**src/rtl/counter16_defs.vh**
```
// Purpose: Offsets, field positions and reset values of the capture counter
// Assumes: APB byte addresses, one aligned word per register
// Notes: Byte-wide registers sit in bits 7:0, upper bits read as zero
`ifndef COUNTER16_DEFS_VH
`define COUNTER16_DEFS_VH

// Register byte offsets
`define OFS_CTRL_A 8'h00
`define OFS_CTRL_B 8'h04
`define OFS_CNT_LO 8'h08
`define OFS_CNT_HI 8'h0C
`define OFS_CAP_LO 8'h10
`define OFS_CAP_HI 8'h14
`define OFS_CMPA_LO 8'h18
`define OFS_CMPA_HI 8'h1C
`define OFS_CMPB_LO 8'h20
`define OFS_CMPB_HI 8'h24
`define OFS_FLAGS 8'h28
`define OFS_IRQ_EN 8'h2C
`define OFS_CAP_CFG 8'h30

// Field positions
`define A_WGM_MSB 1
`define A_WGM_LSB 0
`define B_CS_MSB 2
`define B_CS_LSB 0
`define B_WGM_MSB 4
`define B_WGM_LSB 3
`define B_EDGE_BIT 6
`define FLAG_OVF_BIT 0
`define FLAG_CAP_BIT 5
`define CFG_SRC_BIT 0

// Reset values and fixed counts
`define CTRL_RST 8'h00
`define CNT_RST 16'h0000
`define CNT_MAX 16'hFFFF
`define TOP_8BIT 16'h00FF
`define TOP_9BIT 16'h01FF
`define TOP_10BIT 16'h03FF
`define PRESC_W 10

`endif

```
**src/rtl/counter16_capture.v**
```verilog
// Purpose: 16-bit up/down timer counter with input capture behind an APB slave
// Assumes: Single clock pclk, external pins synchronised here
// Notes: Byte-wide registers; high-byte writes and counter/capture high-byte reads go through one shared temporary byte
`timescale 1ns/1ps
`include "counter16_defs.vh"

module counter16_capture #(
    parameter ADDR_W = 8
) (
    input wire pclk,
    input wire presetn,
    input wire psel,
    input wire penable,
    input wire pwrite,
    input wire [ADDR_W-1:0] paddr,
    input wire [31:0] pwdata,
    output reg [31:0] prdata,
    output reg pready,
    output reg pslverr,
    input wire ext_clock_pin,
    input wire capture_pin,
    input wire comparator_output,
    input wire overflow_irq_ack,
    input wire capture_irq_ack,
    output reg overflow_irq,
    output reg capture_irq,
    output reg at_top,
    output reg at_bottom
);

    reg [7:0] ctrl_a_reg;
    reg [7:0] ctrl_b_reg;
    reg [7:0] temp_reg;
    reg [15:0] count_reg;
    reg [15:0] count_next;
    reg [15:0] capture_reg;
    reg [15:0] cmpa_reg;
    reg [15:0] cmpb_reg;
    reg [7:0] irq_en_reg;
    reg [7:0] cap_cfg_reg;
    reg overflow_flag_reg;
    reg capture_flag_reg;
    reg dir_down_reg;
    reg dir_down_next;
    reg ovf_event;
    reg [`PRESC_W-1:0] presc_reg;
    reg [2:0] sync1_reg;
    reg [2:0] sync2_reg;
    reg [2:0] sync3_reg;
    reg [2:0] level_reg;
    reg [31:0] rdata_next;
    reg mapped;
    reg [15:0] top_val;
    reg tick;
    reg dual_slope;
    reg icr_top;
    reg tov_at_max;

    wire [3:0] waveform_mode_field = {ctrl_b_reg[`B_WGM_MSB:`B_WGM_LSB], ctrl_a_reg[`A_WGM_MSB:`A_WGM_LSB]};
    wire [2:0] clock_select_field = ctrl_b_reg[`B_CS_MSB:`B_CS_LSB];
    wire [7:0] wbyte = pwdata[7:0];

    // APB phases: reads act at setup edge, writes at access edge
    wire setup_cyc = psel & ~penable & ~pready;
    wire rd_setup = setup_cyc & ~pwrite;
    wire acc = psel & penable & pready;
    wire wr = acc & pwrite;

    wire wr_cnt_lo = wr & (paddr == `OFS_CNT_LO);
    wire wr_cap_lo = wr & (paddr == `OFS_CAP_LO);
    wire wr_flags = wr & (paddr == `OFS_FLAGS);
    wire wr_hi = wr & ((paddr == `OFS_CNT_HI) | (paddr == `OFS_CAP_HI) |
                       (paddr == `OFS_CMPA_HI) | (paddr == `OFS_CMPB_HI));

    // Three-flop synchronisers for ext clock, capture pin and comparator
    wire [2:0] raw_in = {comparator_output, capture_pin, ext_clock_pin};
    wire [2:0] stable;
    wire [2:0] rise;
    wire [2:0] fall;
    genvar gi;
    generate
        for (gi = 0; gi < 3; gi = gi + 1) begin : g_sync
            // Change counts once second and third stages agree
            assign stable[gi] = (sync2_reg[gi] == sync3_reg[gi]) & (sync3_reg[gi] != level_reg[gi]);
            assign rise[gi] = stable[gi] & sync3_reg[gi];
            assign fall[gi] = stable[gi] & ~sync3_reg[gi];
            always @(posedge pclk or negedge presetn) begin
                if (!presetn) begin
                    sync1_reg[gi] <= 1'b0;
                    sync2_reg[gi] <= 1'b0;
                    sync3_reg[gi] <= 1'b0;
                    level_reg[gi] <= 1'b0;
                end else begin
                    sync1_reg[gi] <= raw_in[gi];
                    sync2_reg[gi] <= sync1_reg[gi];
                    sync3_reg[gi] <= sync2_reg[gi];
                    if (stable[gi]) begin
                        level_reg[gi] <= sync3_reg[gi];
                    end
                end
            end
        end
    endgenerate

    // Capture source and edge selection
    wire src_cmp = cap_cfg_reg[`CFG_SRC_BIT];
    wire edge_rise = ctrl_b_reg[`B_EDGE_BIT];
    wire sel_rise = src_cmp ? rise[2] : rise[1];
    wire sel_fall = src_cmp ? fall[2] : fall[1];
    wire capture_event = ~icr_top & (edge_rise ? sel_rise : sel_fall);

    // Free-running prescaler
    always @(posedge pclk or negedge presetn) begin
        if (!presetn) begin
            presc_reg <= {`PRESC_W{1'b0}};
        end else begin
            presc_reg <= presc_reg + 1'b1;
        end
    end

    // Timer clock select
    always @* begin
        case (clock_select_field)
            3'h0: tick = 1'b0;
            3'h1: tick = 1'b1;
            3'h2: tick = &presc_reg[2:0];
            3'h3: tick = &presc_reg[5:0];
            3'h4: tick = &presc_reg[7:0];
            3'h5: tick = &presc_reg[9:0];
            3'h6: tick = fall[0];
            3'h7: tick = rise[0];
            default: tick = 1'b0;
        endcase
    end

    // Top value and sequence class per waveform mode
    always @* begin
        case (waveform_mode_field)
            4'h1, 4'h5: top_val = `TOP_8BIT;
            4'h2, 4'h6: top_val = `TOP_9BIT;
            4'h3, 4'h7: top_val = `TOP_10BIT;
            4'h4, 4'h9, 4'hB, 4'hF: top_val = cmpa_reg;
            4'h8, 4'hA, 4'hC, 4'hE: top_val = capture_reg;
            default: top_val = `CNT_MAX;
        endcase
        case (waveform_mode_field)
            4'h1, 4'h2, 4'h3, 4'h8, 4'h9, 4'hA, 4'hB: dual_slope = 1'b1;
            default: dual_slope = 1'b0;
        endcase
        case (waveform_mode_field)
            4'h8, 4'hA, 4'hC, 4'hE: icr_top = 1'b1;
            default: icr_top = 1'b0;
        endcase
        case (waveform_mode_field)
            4'h0, 4'h4, 4'hC: tov_at_max = 1'b1;
            default: tov_at_max = 1'b0;
        endcase
    end

    // Counter next state, software write has priority
    always @* begin
        count_next = count_reg;
        dir_down_next = dual_slope ? dir_down_reg : 1'b0;
        ovf_event = 1'b0;
        if (wr_cnt_lo) begin
            count_next = {temp_reg, wbyte};
        end else if (tick) begin
            if (dual_slope) begin
                if (!dir_down_reg) begin
                    if (count_reg >= top_val) begin
                        dir_down_next = 1'b1;
                        count_next = count_reg - 16'h0001;
                    end else begin
                        count_next = count_reg + 16'h0001;
                    end
                end else if (count_reg == `CNT_RST) begin
                    dir_down_next = 1'b0;
                    count_next = count_reg + 16'h0001;
                    ovf_event = 1'b1;
                end else begin
                    count_next = count_reg - 16'h0001;
                end
            end else begin
                if (count_reg == top_val) begin
                    count_next = `CNT_RST;
                end else begin
                    count_next = count_reg + 16'h0001;
                end
                ovf_event = tov_at_max ? (count_reg == `CNT_MAX) : (count_reg == top_val);
            end
        end
    end

    // Counter, direction and position indications
    always @(posedge pclk or negedge presetn) begin
        if (!presetn) begin
            count_reg <= `CNT_RST;
            dir_down_reg <= 1'b0;
            at_top <= 1'b0;
            at_bottom <= 1'b1;
        end else begin
            count_reg <= count_next;
            dir_down_reg <= dir_down_next;
            at_top <= (count_next == top_val);
            at_bottom <= (count_next == `CNT_RST);
        end
    end

    // Shared temporary high byte
    always @(posedge pclk or negedge presetn) begin
        if (!presetn) begin
            temp_reg <= `CTRL_RST;
        end else if (wr_hi) begin
            temp_reg <= wbyte;
        end else if (rd_setup && (paddr == `OFS_CNT_LO)) begin
            temp_reg <= count_reg[15:8];
        end else if (rd_setup && (paddr == `OFS_CAP_LO)) begin
            temp_reg <= capture_reg[15:8];
        end
    end

    // Capture register: event copy, or software write in top modes
    always @(posedge pclk or negedge presetn) begin
        if (!presetn) begin
            capture_reg <= `CNT_RST;
        end else if (capture_event) begin
            capture_reg <= count_reg;
        end else if (wr_cap_lo && icr_top) begin
            capture_reg <= {temp_reg, wbyte};
        end
    end

    // Flags: hardware set wins over clear
    always @(posedge pclk or negedge presetn) begin
        if (!presetn) begin
            overflow_flag_reg <= 1'b0;
            capture_flag_reg <= 1'b0;
        end else begin
            if (ovf_event) begin
                overflow_flag_reg <= 1'b1;
            end else if (overflow_irq_ack || (wr_flags && wbyte[`FLAG_OVF_BIT])) begin
                overflow_flag_reg <= 1'b0;
            end
            if (capture_event) begin
                capture_flag_reg <= 1'b1;
            end else if (capture_irq_ack || (wr_flags && wbyte[`FLAG_CAP_BIT])) begin
                capture_flag_reg <= 1'b0;
            end
        end
    end

    // Interrupt requests
    always @(posedge pclk or negedge presetn) begin
        if (!presetn) begin
            overflow_irq <= 1'b0;
            capture_irq <= 1'b0;
        end else begin
            overflow_irq <= overflow_flag_reg & irq_en_reg[`FLAG_OVF_BIT];
            capture_irq <= capture_flag_reg & irq_en_reg[`FLAG_CAP_BIT];
        end
    end

    // Control, compare and enable registers
    always @(posedge pclk or negedge presetn) begin
        if (!presetn) begin
            ctrl_a_reg <= `CTRL_RST;
            ctrl_b_reg <= `CTRL_RST;
            cmpa_reg <= `CNT_RST;
            cmpb_reg <= `CNT_RST;
            irq_en_reg <= `CTRL_RST;
            cap_cfg_reg <= `CTRL_RST;
        end else if (wr) begin
            case (paddr)
                `OFS_CTRL_A: ctrl_a_reg <= wbyte;
                `OFS_CTRL_B: ctrl_b_reg <= wbyte;
                `OFS_CMPA_LO: cmpa_reg <= {temp_reg, wbyte};
                `OFS_CMPB_LO: cmpb_reg <= {temp_reg, wbyte};
                `OFS_IRQ_EN: irq_en_reg <= wbyte & 8'h21;
                `OFS_CAP_CFG: cap_cfg_reg <= wbyte & 8'h01;
                default: ;
            endcase
        end
    end

    // Read data mux and address decode
    always @* begin
        rdata_next = 32'h00000000;
        mapped = 1'b1;
        case (paddr)
            `OFS_CTRL_A: rdata_next[7:0] = ctrl_a_reg;
            `OFS_CTRL_B: rdata_next[7:0] = ctrl_b_reg;
            `OFS_CNT_LO: rdata_next[7:0] = count_reg[7:0];
            `OFS_CNT_HI: rdata_next[7:0] = temp_reg;
            `OFS_CAP_LO: rdata_next[7:0] = capture_reg[7:0];
            `OFS_CAP_HI: rdata_next[7:0] = temp_reg;
            `OFS_CMPA_LO: rdata_next[7:0] = cmpa_reg[7:0];
            `OFS_CMPA_HI: rdata_next[7:0] = cmpa_reg[15:8];
            `OFS_CMPB_LO: rdata_next[7:0] = cmpb_reg[7:0];
            `OFS_CMPB_HI: rdata_next[7:0] = cmpb_reg[15:8];
            `OFS_FLAGS: begin
                rdata_next[`FLAG_OVF_BIT] = overflow_flag_reg;
                rdata_next[`FLAG_CAP_BIT] = capture_flag_reg;
            end
            `OFS_IRQ_EN: rdata_next[7:0] = irq_en_reg;
            `OFS_CAP_CFG: rdata_next[7:0] = cap_cfg_reg;
            default: mapped = 1'b0;
        endcase
    end

    // APB answer: one cycle after setup, zero wait states
    always @(posedge pclk or negedge presetn) begin
        if (!presetn) begin
            pready <= 1'b0;
            pslverr <= 1'b0;
            prdata <= 32'h00000000;
        end else begin
            pready <= setup_cyc;
            pslverr <= setup_cyc & ~mapped;
            if (rd_setup) begin
                prdata <= rdata_next;
            end
        end
    end

endmodule // counter16_capture

```
**config.mk**
```make
export PLATFORM = sky130hd
export DESIGN_NAME = counter16_capture
export DESIGN_NICKNAME = d
export VERILOG_FILES = /design/src/rtl/counter16_capture.v
export VERILOG_INCLUDE_DIRS = /design/src /design/src/rtl
export SDC_FILE = /design/constraint.sdc
export NUM_CORES = 1
export LEC_CHECK = 0
export BUFFER_PORTS_ARGS = -buffer_cell sky130_fd_sc_hd__buf_4
export CORE_ASPECT_RATIO = 0.8
export CORE_MARGIN = 1
export CORE_UTILIZATION = 58
export DETAILED_ROUTE_END_ITERATION = 8
export HOLD_SLACK_MARGIN = 0.05
export MAX_ROUTING_LAYER = met4
export PLACE_DENSITY = 0.87
export SLEW_MARGIN = 20
export SYNTH_ARGS = -nofsm -noshare
export SYNTH_HDL_FRONTEND = slang
export SYNTH_SLANG_ARGS = --single-unit
```
**constraint.sdc**
```tcl
create_clock -name pclk -period 12.9 [get_ports pclk]
set_input_delay 1.29 -clock pclk [delete_from_list [all_inputs] [get_ports pclk]]
set_output_delay 1.29 -clock pclk [all_outputs]
set_load 0.02 [all_outputs]
```
==> impl_results.md, run 1 <==
* Starting DRT DRC Count at 1,231
* Setup-failing EPs final at 0
* PwrDens at 114 nW/um2
* Worst R2R Path Depth at 15
* Register area share after synthesis at 39.8%
* Worst-path clk slew at 0.06 ns
* Share of layout cells above drive strength 1 at 17.8%
* DRT antenna net count at 0
* Ports at 88
* Delay-heaviest family, CP: simple AND/OR/NAND/NOR gates
* Vias at 7,531
* Drt total wl at 25,200 um
* Total negative slack at 0 ns
* H-tree Lvls at 4
* Hold depth at 0
* Die X at 135 um
* Origin of the critical flop-to-flop path: ctrl_b_reg[3]$_DFFE_PN0P_
* Synth unique cells at 90
* Clock Latency Late Sink at 0.42 ns
* DR vias/cell at 6.99
* Non-Filler Instances at 1,078
* Status: finished clean
* DRC at 0
* Ys flop type: dfrtp_1
* Synth Register Bits at 130
* Power, Total at 1.03 mW
* CP cell instances: nor2b_2 > nand3b_1 > a21boi_0 > o22ai_1 > ha_1 > nand4_1 > nor4_1 > nand2_1 > nand2_1 > o32ai_1 > a221oi_1 > xor2_1 > a2111oi_4 > nand4_1 > nor4_2
* Max rail drop VDD at 0.0991 mV
* Reg2reg end: at_top$_DFF_PN0_
* Hold endpoint: sync2_reg[1]$_DFF_PN0_
* CTS Buffer Depth at 2
* Peak fanout along the critical path at 12
* Cts hold-fix bufs at 0
* Die area at 14,600 um2
* Max Cap Viol at 0
* Largest net degree at the start of global routing at 67
* P&R area growth vs syn at 9.84%
* Gpl congestion at 1.01
* CP bufs+invs at 0
* # nets final at 955
* CTS buffer count at 17
* First-pass GRT wire length at 38,700 um
* Initial core utilization at 60.0%
* CTS tree: built
* Hold path startpoint: sync1_reg[1]$_DFF_PN0_
* Synthesized area at 8190 um2
* TritonRoute pass-1 iters at 6
* F_max at 166 MHz
* Die span in y at 108 um
* HPWL Detailed at 17,600 um
* CP max stage cell: a221oi_1
* Post-synth EDFFs at 0
* Slew Limit Fails at 0
* CORE AREA at 13,600 um2
* Number of global-route vias before repair at 6,883
* Synthesized instance count at 872
* Final Hold Fails at 0
* Tcrit/Tclk final at 46.7%
* Cell count after placement at 1,045
* Hold Crit Class: reg -> reg
* Clock sink total at 130
* CP max stage delay at 0.82 ns
* Initial antenna violation count at 0
* Unrepaired setup endpoints after global routing: false
* Dominant cell type by area after synthesis: dfrtp_1
* Max-slew headroom at 29.7%
* Mean area per synthesized cell at 9.39 um2
* CP arrival at 6.34 ns
* Area contributors post-synth: dfrtp_1 (39%), mux2_2 (7.0%), nand2_1 (4.4%)
* LEAKAGE at 4.01 nW
* Crit path required time at 13.21 ns
* Tmin final at 6.03 ns
* Critical Path End Type: flop
* Post-CTS sizing at 0
* Synth async-reset ratio at 100%
* Worst Setup Path Type: reg -> reg
* Startpoint Class: flop
* GR Util All Layers at 36.8%
* Post CTS Setup Buffer Count at 0
* Synth warnings at 0
* Placement Rows at 38
* Fin Clk Skew at 0.00650 ns
* Mean routed wirelength per cell at 23.3 um
* Total gr overflow at 0
* Worst-margin pin slew at 1.05 ns
* Post-synth top area share at 39.4%
* Root Buffer: clkbuf_16
* IO buf count at 39
* R2R setup slack at 6.87 ns
## area by class of cell
class / instances / area [um2]
Fill cell: 1046 / 4650
Multi-Input combinational cell: 667 / 4490
Inverter: 21 / 78.8
Tap cell: 180 / 225
Clock inverter: 14 / 150
Clock buffer: 18 / 439
Timing Repair Buffer: 47 / 353
Antenna cell: 1 / 2.50
Sequential cell: 130 / 3250
## kinds of logic (layout without fill, tap and decap cells)
group / Yosys count / count (layout) / synth area share (%)
AND/OR/NAND/NOR: 307 / 307 / 19.7
AO/OA/AOI/OAI: 231 / 231 / 20.0
flip-flops: 130 / 130 / 39.8
buffers and inverters: 98 / 100 / 6.53
multiplexers: 58 / 58 / 7.87
adder cells (fa/ha/maj): 24 / 24 / 3.58
XOR/XNOR: 23 / 23 / 2.46
other: 1 / 25 / 0.0458
## synth_stat cells, drive strengths merged (5+ instances only)
master,count
nand2b,7
o22ai,11
nor2b,5
dfrtp,129
a22o,8
inv,21
and4,7
a21oi,49
ha,21
a31oi,8
nand3,27
clkbuf,31
buf,46
a22oi,32
mux2,51
nand2,99
nor2,52
nor4,11
o21ai,42
nand4,20
and2,8
nor3,25
mux2i,7
o221ai,5
a221oi,9
xor2,11
a221o,11
nand3b,6
xnor2,12
or3,8
and3,14
a211oi,8
## layout by cell type (no fill, tap or decap), types with 12 or more instances in the layout
cell type and n:
a21oi_1 48, a22oi_1 32, and3_1 14, buf_4 47
clkbuf_16 17, conb_1 24, dfrtp_1 129, ha_1 21
inv_1 21, mux2_2 51, nand2_1 97, nand3_1 27
nand4_1 20, nor2_1 50, nor3_1 23, o21ai_0 39
xnor2_1 12
## power by group
| group | switching (mW) | internal (mW) | total (mW) | leakage (nW) |
|---|---|---|---|---|
| Combinational | 0.0604 | 0.0331 | 0.0935 | 2.05 |
| Clock | 0.191 | 0.291 | 0.482 | 0.284 |
| Sequential | 0.0255 | 0.424 | 0.449 | 1.67 |
## per-stage QoR
| step | hold slack, ns | setup WS, ns | utilization [%] | area, um2 |
|---|---|---|---|---|
| floorplan | 0.331 | 8.75 | - | 8270 |
| global placement | 0.331 | 7.25 | 61.5 | 8390 |
| detailed placement | 0.341 | 7.26 | 61.5 | 8390 |
| CTS | 0.355 | 7.20 | 65.8 | 8980 |
| global route | 0.357 | 6.53 | 65.9 | 8990 |
| finish | 0.351 | 6.87 | 65.9 | 8990 |
## routing by layer
| layer | wire (um) | vias up | track usage [%] |
|---|---|---|---|
| li1 | - | 3241 | - |
| met1 | 10100 | 3641 | 49.1 |
| met2 | 10600 | 582 | 50.8 |
| met3 | 3760 | 67 | 15.0 |
| met4 | 681 | 0 | 11.4 |
| met5 | 0 | - | - |
## worst max path at each step
stage	startpoint	endpoint	slack [ns]	cells after the start
global placement	ctrl_b_reg[3]$_DFFE_PN0P_	at_top$_DFF_PN0_	7.25	15
CTS	ctrl_b_reg[3]$_DFFE_PN0P_	at_top$_DFF_PN0_	7.20	15
detailed placement	ctrl_b_reg[3]$_DFFE_PN0P_	at_top$_DFF_PN0_	7.26	17
finish	ctrl_b_reg[3]$_DFFE_PN0P_	at_top$_DFF_PN0_	6.87	15
global route	ctrl_b_reg[3]$_DFFE_PN0P_	at_top$_DFF_PN0_	6.53	15
floorplan	ctrl_a_reg[1]$_DFFE_PN0P_	at_top$_DFF_PN0_	8.75	17
No activity file was read; power rests on OpenSTA's default activity.
==> inputs of run 2 (changes only) <==
Settings changed: ABC_AREA from default to 1.
Clock period 12.9 ns to 5.93 ns, I/O delays scaled along.
==> impl_results.md, run 2 <==
* Final Hold Fails at 0 (unchanged)
* Crit path required time at 6.28 ns (was 13.21 ns)
* Setup-failing EPs final at 0 (unchanged)
* Dominant cell type by area after synthesis: dfrtp_1 (unchanged)
* Gpl congestion at 0.995 (was 1.01)
* Placed cell area at 8640 um2 (was 8390 um2)
* Delay-heaviest family, CP: simple AND/OR/NAND/NOR gates (unchanged)
* GR peak layer: met2 (unchanged)
* Max Cap Viol at 0 (unchanged)
* Multi-input gate area at 4180 um2 (was 4490 um2)
* Tcrit/Tclk final at 76.0% (was 46.7%)
* LEAKAGE at 4.62 nW (was 4.01 nW)
* P&R area growth vs syn at 9.88% (was 9.84%)
* Total negative slack at 0 ns (unchanged)
* Worst-path clk slew at 0.06 ns (about the same)
* Cell area after layout at 9200 um2 (was 8990 um2)
* Hold Crit Class: in -> async (was reg -> reg)
* CORE AREA at 13,800 um2 (was 13,600 um2)
* DRT antenna net count at 0 (unchanged)
* DRC at 0 (unchanged)
* H-tree Lvls at 4 (unchanged)
* Clock Latency Late Sink at 0.42 ns (about the same)
* Initial antenna violation count at 0 (unchanged)
* Crit-path most repeated cell: nand2_1
* PnR worst setup slack at 1.42 ns (was 6.87 ns)
* First-pass GRT wire length at 39,100 um (was 38,700 um)
* Met3 Resource Use GR at 13.0% (was 15.0%)
* Critical path depth at 24 (was 15)
* CP arrival at 4.86 ns (was 6.34 ns)
* Most common cell after layout, fill and taps aside: nand2_1 (was dfrtp_1)
* Root Buffer: clkbuf_16 (unchanged)
* Die span in y at 109 um (was 108 um)
* Total gr overflow at 0 (unchanged)
* Max rail drop VDD at 0.252 mV (was 0.0991 mV)
* F_max at 222 MHz (was 166 MHz)
* Largest net degree at the start of global routing at 79 (was 67)
* Synth unique cells at 48 (was 90)
* Worst Setup Path Type: reg -> reg (unchanged)
* Synthesized instance count at 1,165 (was 872)
* Pre-CTS setup slack at 1.72 ns (was 7.26 ns)
* Max-slew headroom at 26.3% (was 29.7%)
* Die X at 136 um (was 135 um)
* CP bufs+invs at 2 (was 0)
* CTS tree: built (unchanged)
* Post CTS Setup Buffer Count at 0 (unchanged)
* Slew Limit Fails at 0 (unchanged)
* GR Util All Layers at 36.0% (was 36.8%)
* CTS Buffer Depth at 2 (unchanged)
* Synth Register Bits at 130 (unchanged)
* DR vias/cell at 5.94 (was 6.99)
* CTS buffer count at 17 (unchanged)
* Peak fanout along the critical path at 11 (was 12)
* Most frequent cells in the layout: nand2_1 (331), inv_1 (161), dfrtp_1 (129), nor2_1 (103), o21ai_0 (92) (was dfrtp_1 (129), nand2_1 (97), mux2_2 (51), nor2_1 (50), a21oi_1 (48))
* Mean routed wirelength per cell at 17.8 um (was 23.3 um)
* Clock sink total at 130 (unchanged)
* CP max stage cell: a221oi_1 (unchanged)
* Synth warnings at 0 (unchanged)
* Synthesized area at 8370 um2 (was 8190 um2)
* Placement Rows at 38 (unchanged)
* Post-synth top area share at 38.6% (was 39.4%)
* Worst-margin pin slew at 1.11 ns (was 1.05 ns)
* Register area at 3250 um2 (unchanged)
* Most common cell in the synthesized netlist: nand2_1 (was dfrtp_1)
* # diodes at 0 (was 1)
* Register area share after synthesis at 38.9% (was 39.8%)
* Area contributors post-synth: dfrtp_1 (39%), nand2_1 (15%), inv_1 (7.2%) (was dfrtp_1 (39%), mux2_2 (7.0%), nand2_1 (4.4%))
* Fin Clk Skew at 0.00590 ns (was 0.00650 ns)
* Post-CTS sizing at 0 (unchanged)
* # nets final at 1,261 (was 955)
* Vias at 8,203 (was 7,531)
* Hold_ws at 0.112 ns (was 0.351 ns)
* Critical Path End Type: flop (unchanged)
* Initial core utilization at 60.5% (was 60.0%)
* Die area at 14,900 um2 (was 14,600 um2)
* IO buf count at 39 (unchanged)
* Status: finished clean (unchanged)
* Routing usage on met2 at 51.8% (was 50.8%)
* CP cell instances: nor2_1 > nand2_1 > o21ai_1 > nor2_1 > a221oi_1 > ha_1 > nand2_1 > nor2_1 > nand2_1 > nor2_1 > inv_1 > nor2_1 > inv_1 > nand2_1 > nor2_1 > nand2_1 > nand2_1 > nand2_1 > nand2_1 > nand2_1 > nand3_1 > nor2_1 > nand4_1 > nor2_1 (was nor2b_2 > nand3b_1 > a21boi_0 > o22ai_1 > ha_1 > nand4_1 > nor4_1 > nand2_1 > nand2_1 > o32ai_1 > a221oi_1 > xor2_1 > a2111oi_4 > nand4_1 > nor4_2)
* Starting DRT DRC Count at 1,091 (was 1,231)
* GR Util met1 at 47.8% (was 49.1%)
* TritonRoute pass-1 iters at 6 (unchanged)
* Share of layout cells above drive strength 1 at 9.66% (was 17.8%)
* Tmin final at 4.51 ns (was 6.03 ns)
* Synth top cells by count: nand2_1 (331), inv_1 (161), dfrtp_1 (129), nor2_1 (103), o21ai_0 (92) (was dfrtp_1 (129), nand2_1 (97), mux2_2 (51), nor2_1 (50), a21oi_1 (48))
* Number of fill cells at 1,160 (was 1,046)
* Post-synth EDFFs at 0 (unchanged)
* Unrepaired setup endpoints after global routing: false (unchanged)
* Worst R2R Path Depth at 24 (was 15)
* Drt total wl at 24,600 um (was 25,200 um)
* CP max stage delay at 0.55 ns (was 0.82 ns)
* Startpoint Class: flop (unchanged)
* Number of global-route vias before repair at 7,506 (was 6,883)
* Cts hold-fix bufs at 0 (unchanged)
* HPWL Detailed at 17,900 um (was 17,600 um)
* Ports at 88 (unchanged)
* Ys flop type: dfrtp_1 (unchanged)
* Mean area per synthesized cell at 7.19 um2 (was 9.39 um2)
* PwrDens at 275 nW/um2 (was 114 nW/um2)
* Synth async-reset ratio at 100% (unchanged)
## run 2: changes by cell type after synthesis, moves of 12 or more
cell / change
xor2_1: +12
clkbuf_1: -15
inv_2: +12
o21ai_0: +53
nor2_2: +12
and3_1: -14
nand3_1: +40
a22oi_1: -28
inv_1: +140
mux2_2: -51
nand2_1: +234
nor2_1: +53
a21oi_1: -35
o221ai_1: +21
## run 2: cells by family after synthesis
group / after synthesis / share of synthesized area, %
adder cells (fa/ha/maj): 21 / 3.14
AO/OA/AOI/OAI: 183 / 13.7
other: 1 / 0.0448
flip-flops: 130 / 38.9
buffers and inverters: 234 / 12.2
AND/OR/NAND/NOR: 568 / 29.1
XOR/XNOR: 28 / 2.93
## run 2: metal layers
| layer | part of all wire (%) | up-vias | wire (um) |
|---|---|---|---|
| met1 | 42 | 3845 | 10300 |
| met3 | 13 | 68 | 3280 |
| li1 | - | 3776 | - |
| met2 | 43 | 514 | 10600 |
| met4 | 2.2 | 0 | 535 |
| met5 | 0 | - | 0 |
## run 2: final timing paths
kind	to	from	slack [ns]
setup / recovery	at_top$_DFF_PN0_	ctrl_a_reg[1]$_DFFE_PN0P_	1.42
min in group pclk	sync1_reg[1]$_DFF_PN0_	capture_pin	0.28
setup reg to reg	at_top$_DFF_PN0_	ctrl_a_reg[1]$_DFFE_PN0P_	1.42
hold reg to reg	sync2_reg[1]$_DFF_PN0_	sync1_reg[1]$_DFF_PN0_	0.35
hold / removal	sync3_reg[1]$_DFF_PN0_	presetn	0.11
max in group asynchronous	temp_reg[2]$_DFFE_PN0P_	presetn	4.44
## run 2: metrics by stage
| step | cells | power, mW | utilization [%] |
|---|---|---|---|
| after floorplan | 1188 | 1.38 | - |
| after global placement | 1351 | 1.48 | 62.4 |
| after detailed placement | 1351 | 1.51 | 62.4 |
| after CTS | 1381 | 2.50 | 66.5 |
| after global routing | 1381 | 2.62 | 66.5 |
| final | 1381 | 2.53 | 66.5 |
## run 2: area by class of cell
class | count | share of cell area (%)
well taps | 180 | 2.45
multi-input cells | 824 | 45.5
inverters | 175 | 7.14
clock buffers | 20 | 4.86
repair buffers | 42 | 3.47
flip-flops and latches | 130 | 35.4
clock inverters | 10 | 1.22
## run 2: power by group
part	leakage, nW	internal (mW)	switching, mW
clock	0.271	0.622	0.394
combinational	2.69	0.154	0.318
sequential	1.66	0.970	0.0720
total	4.62	1.75	0.784
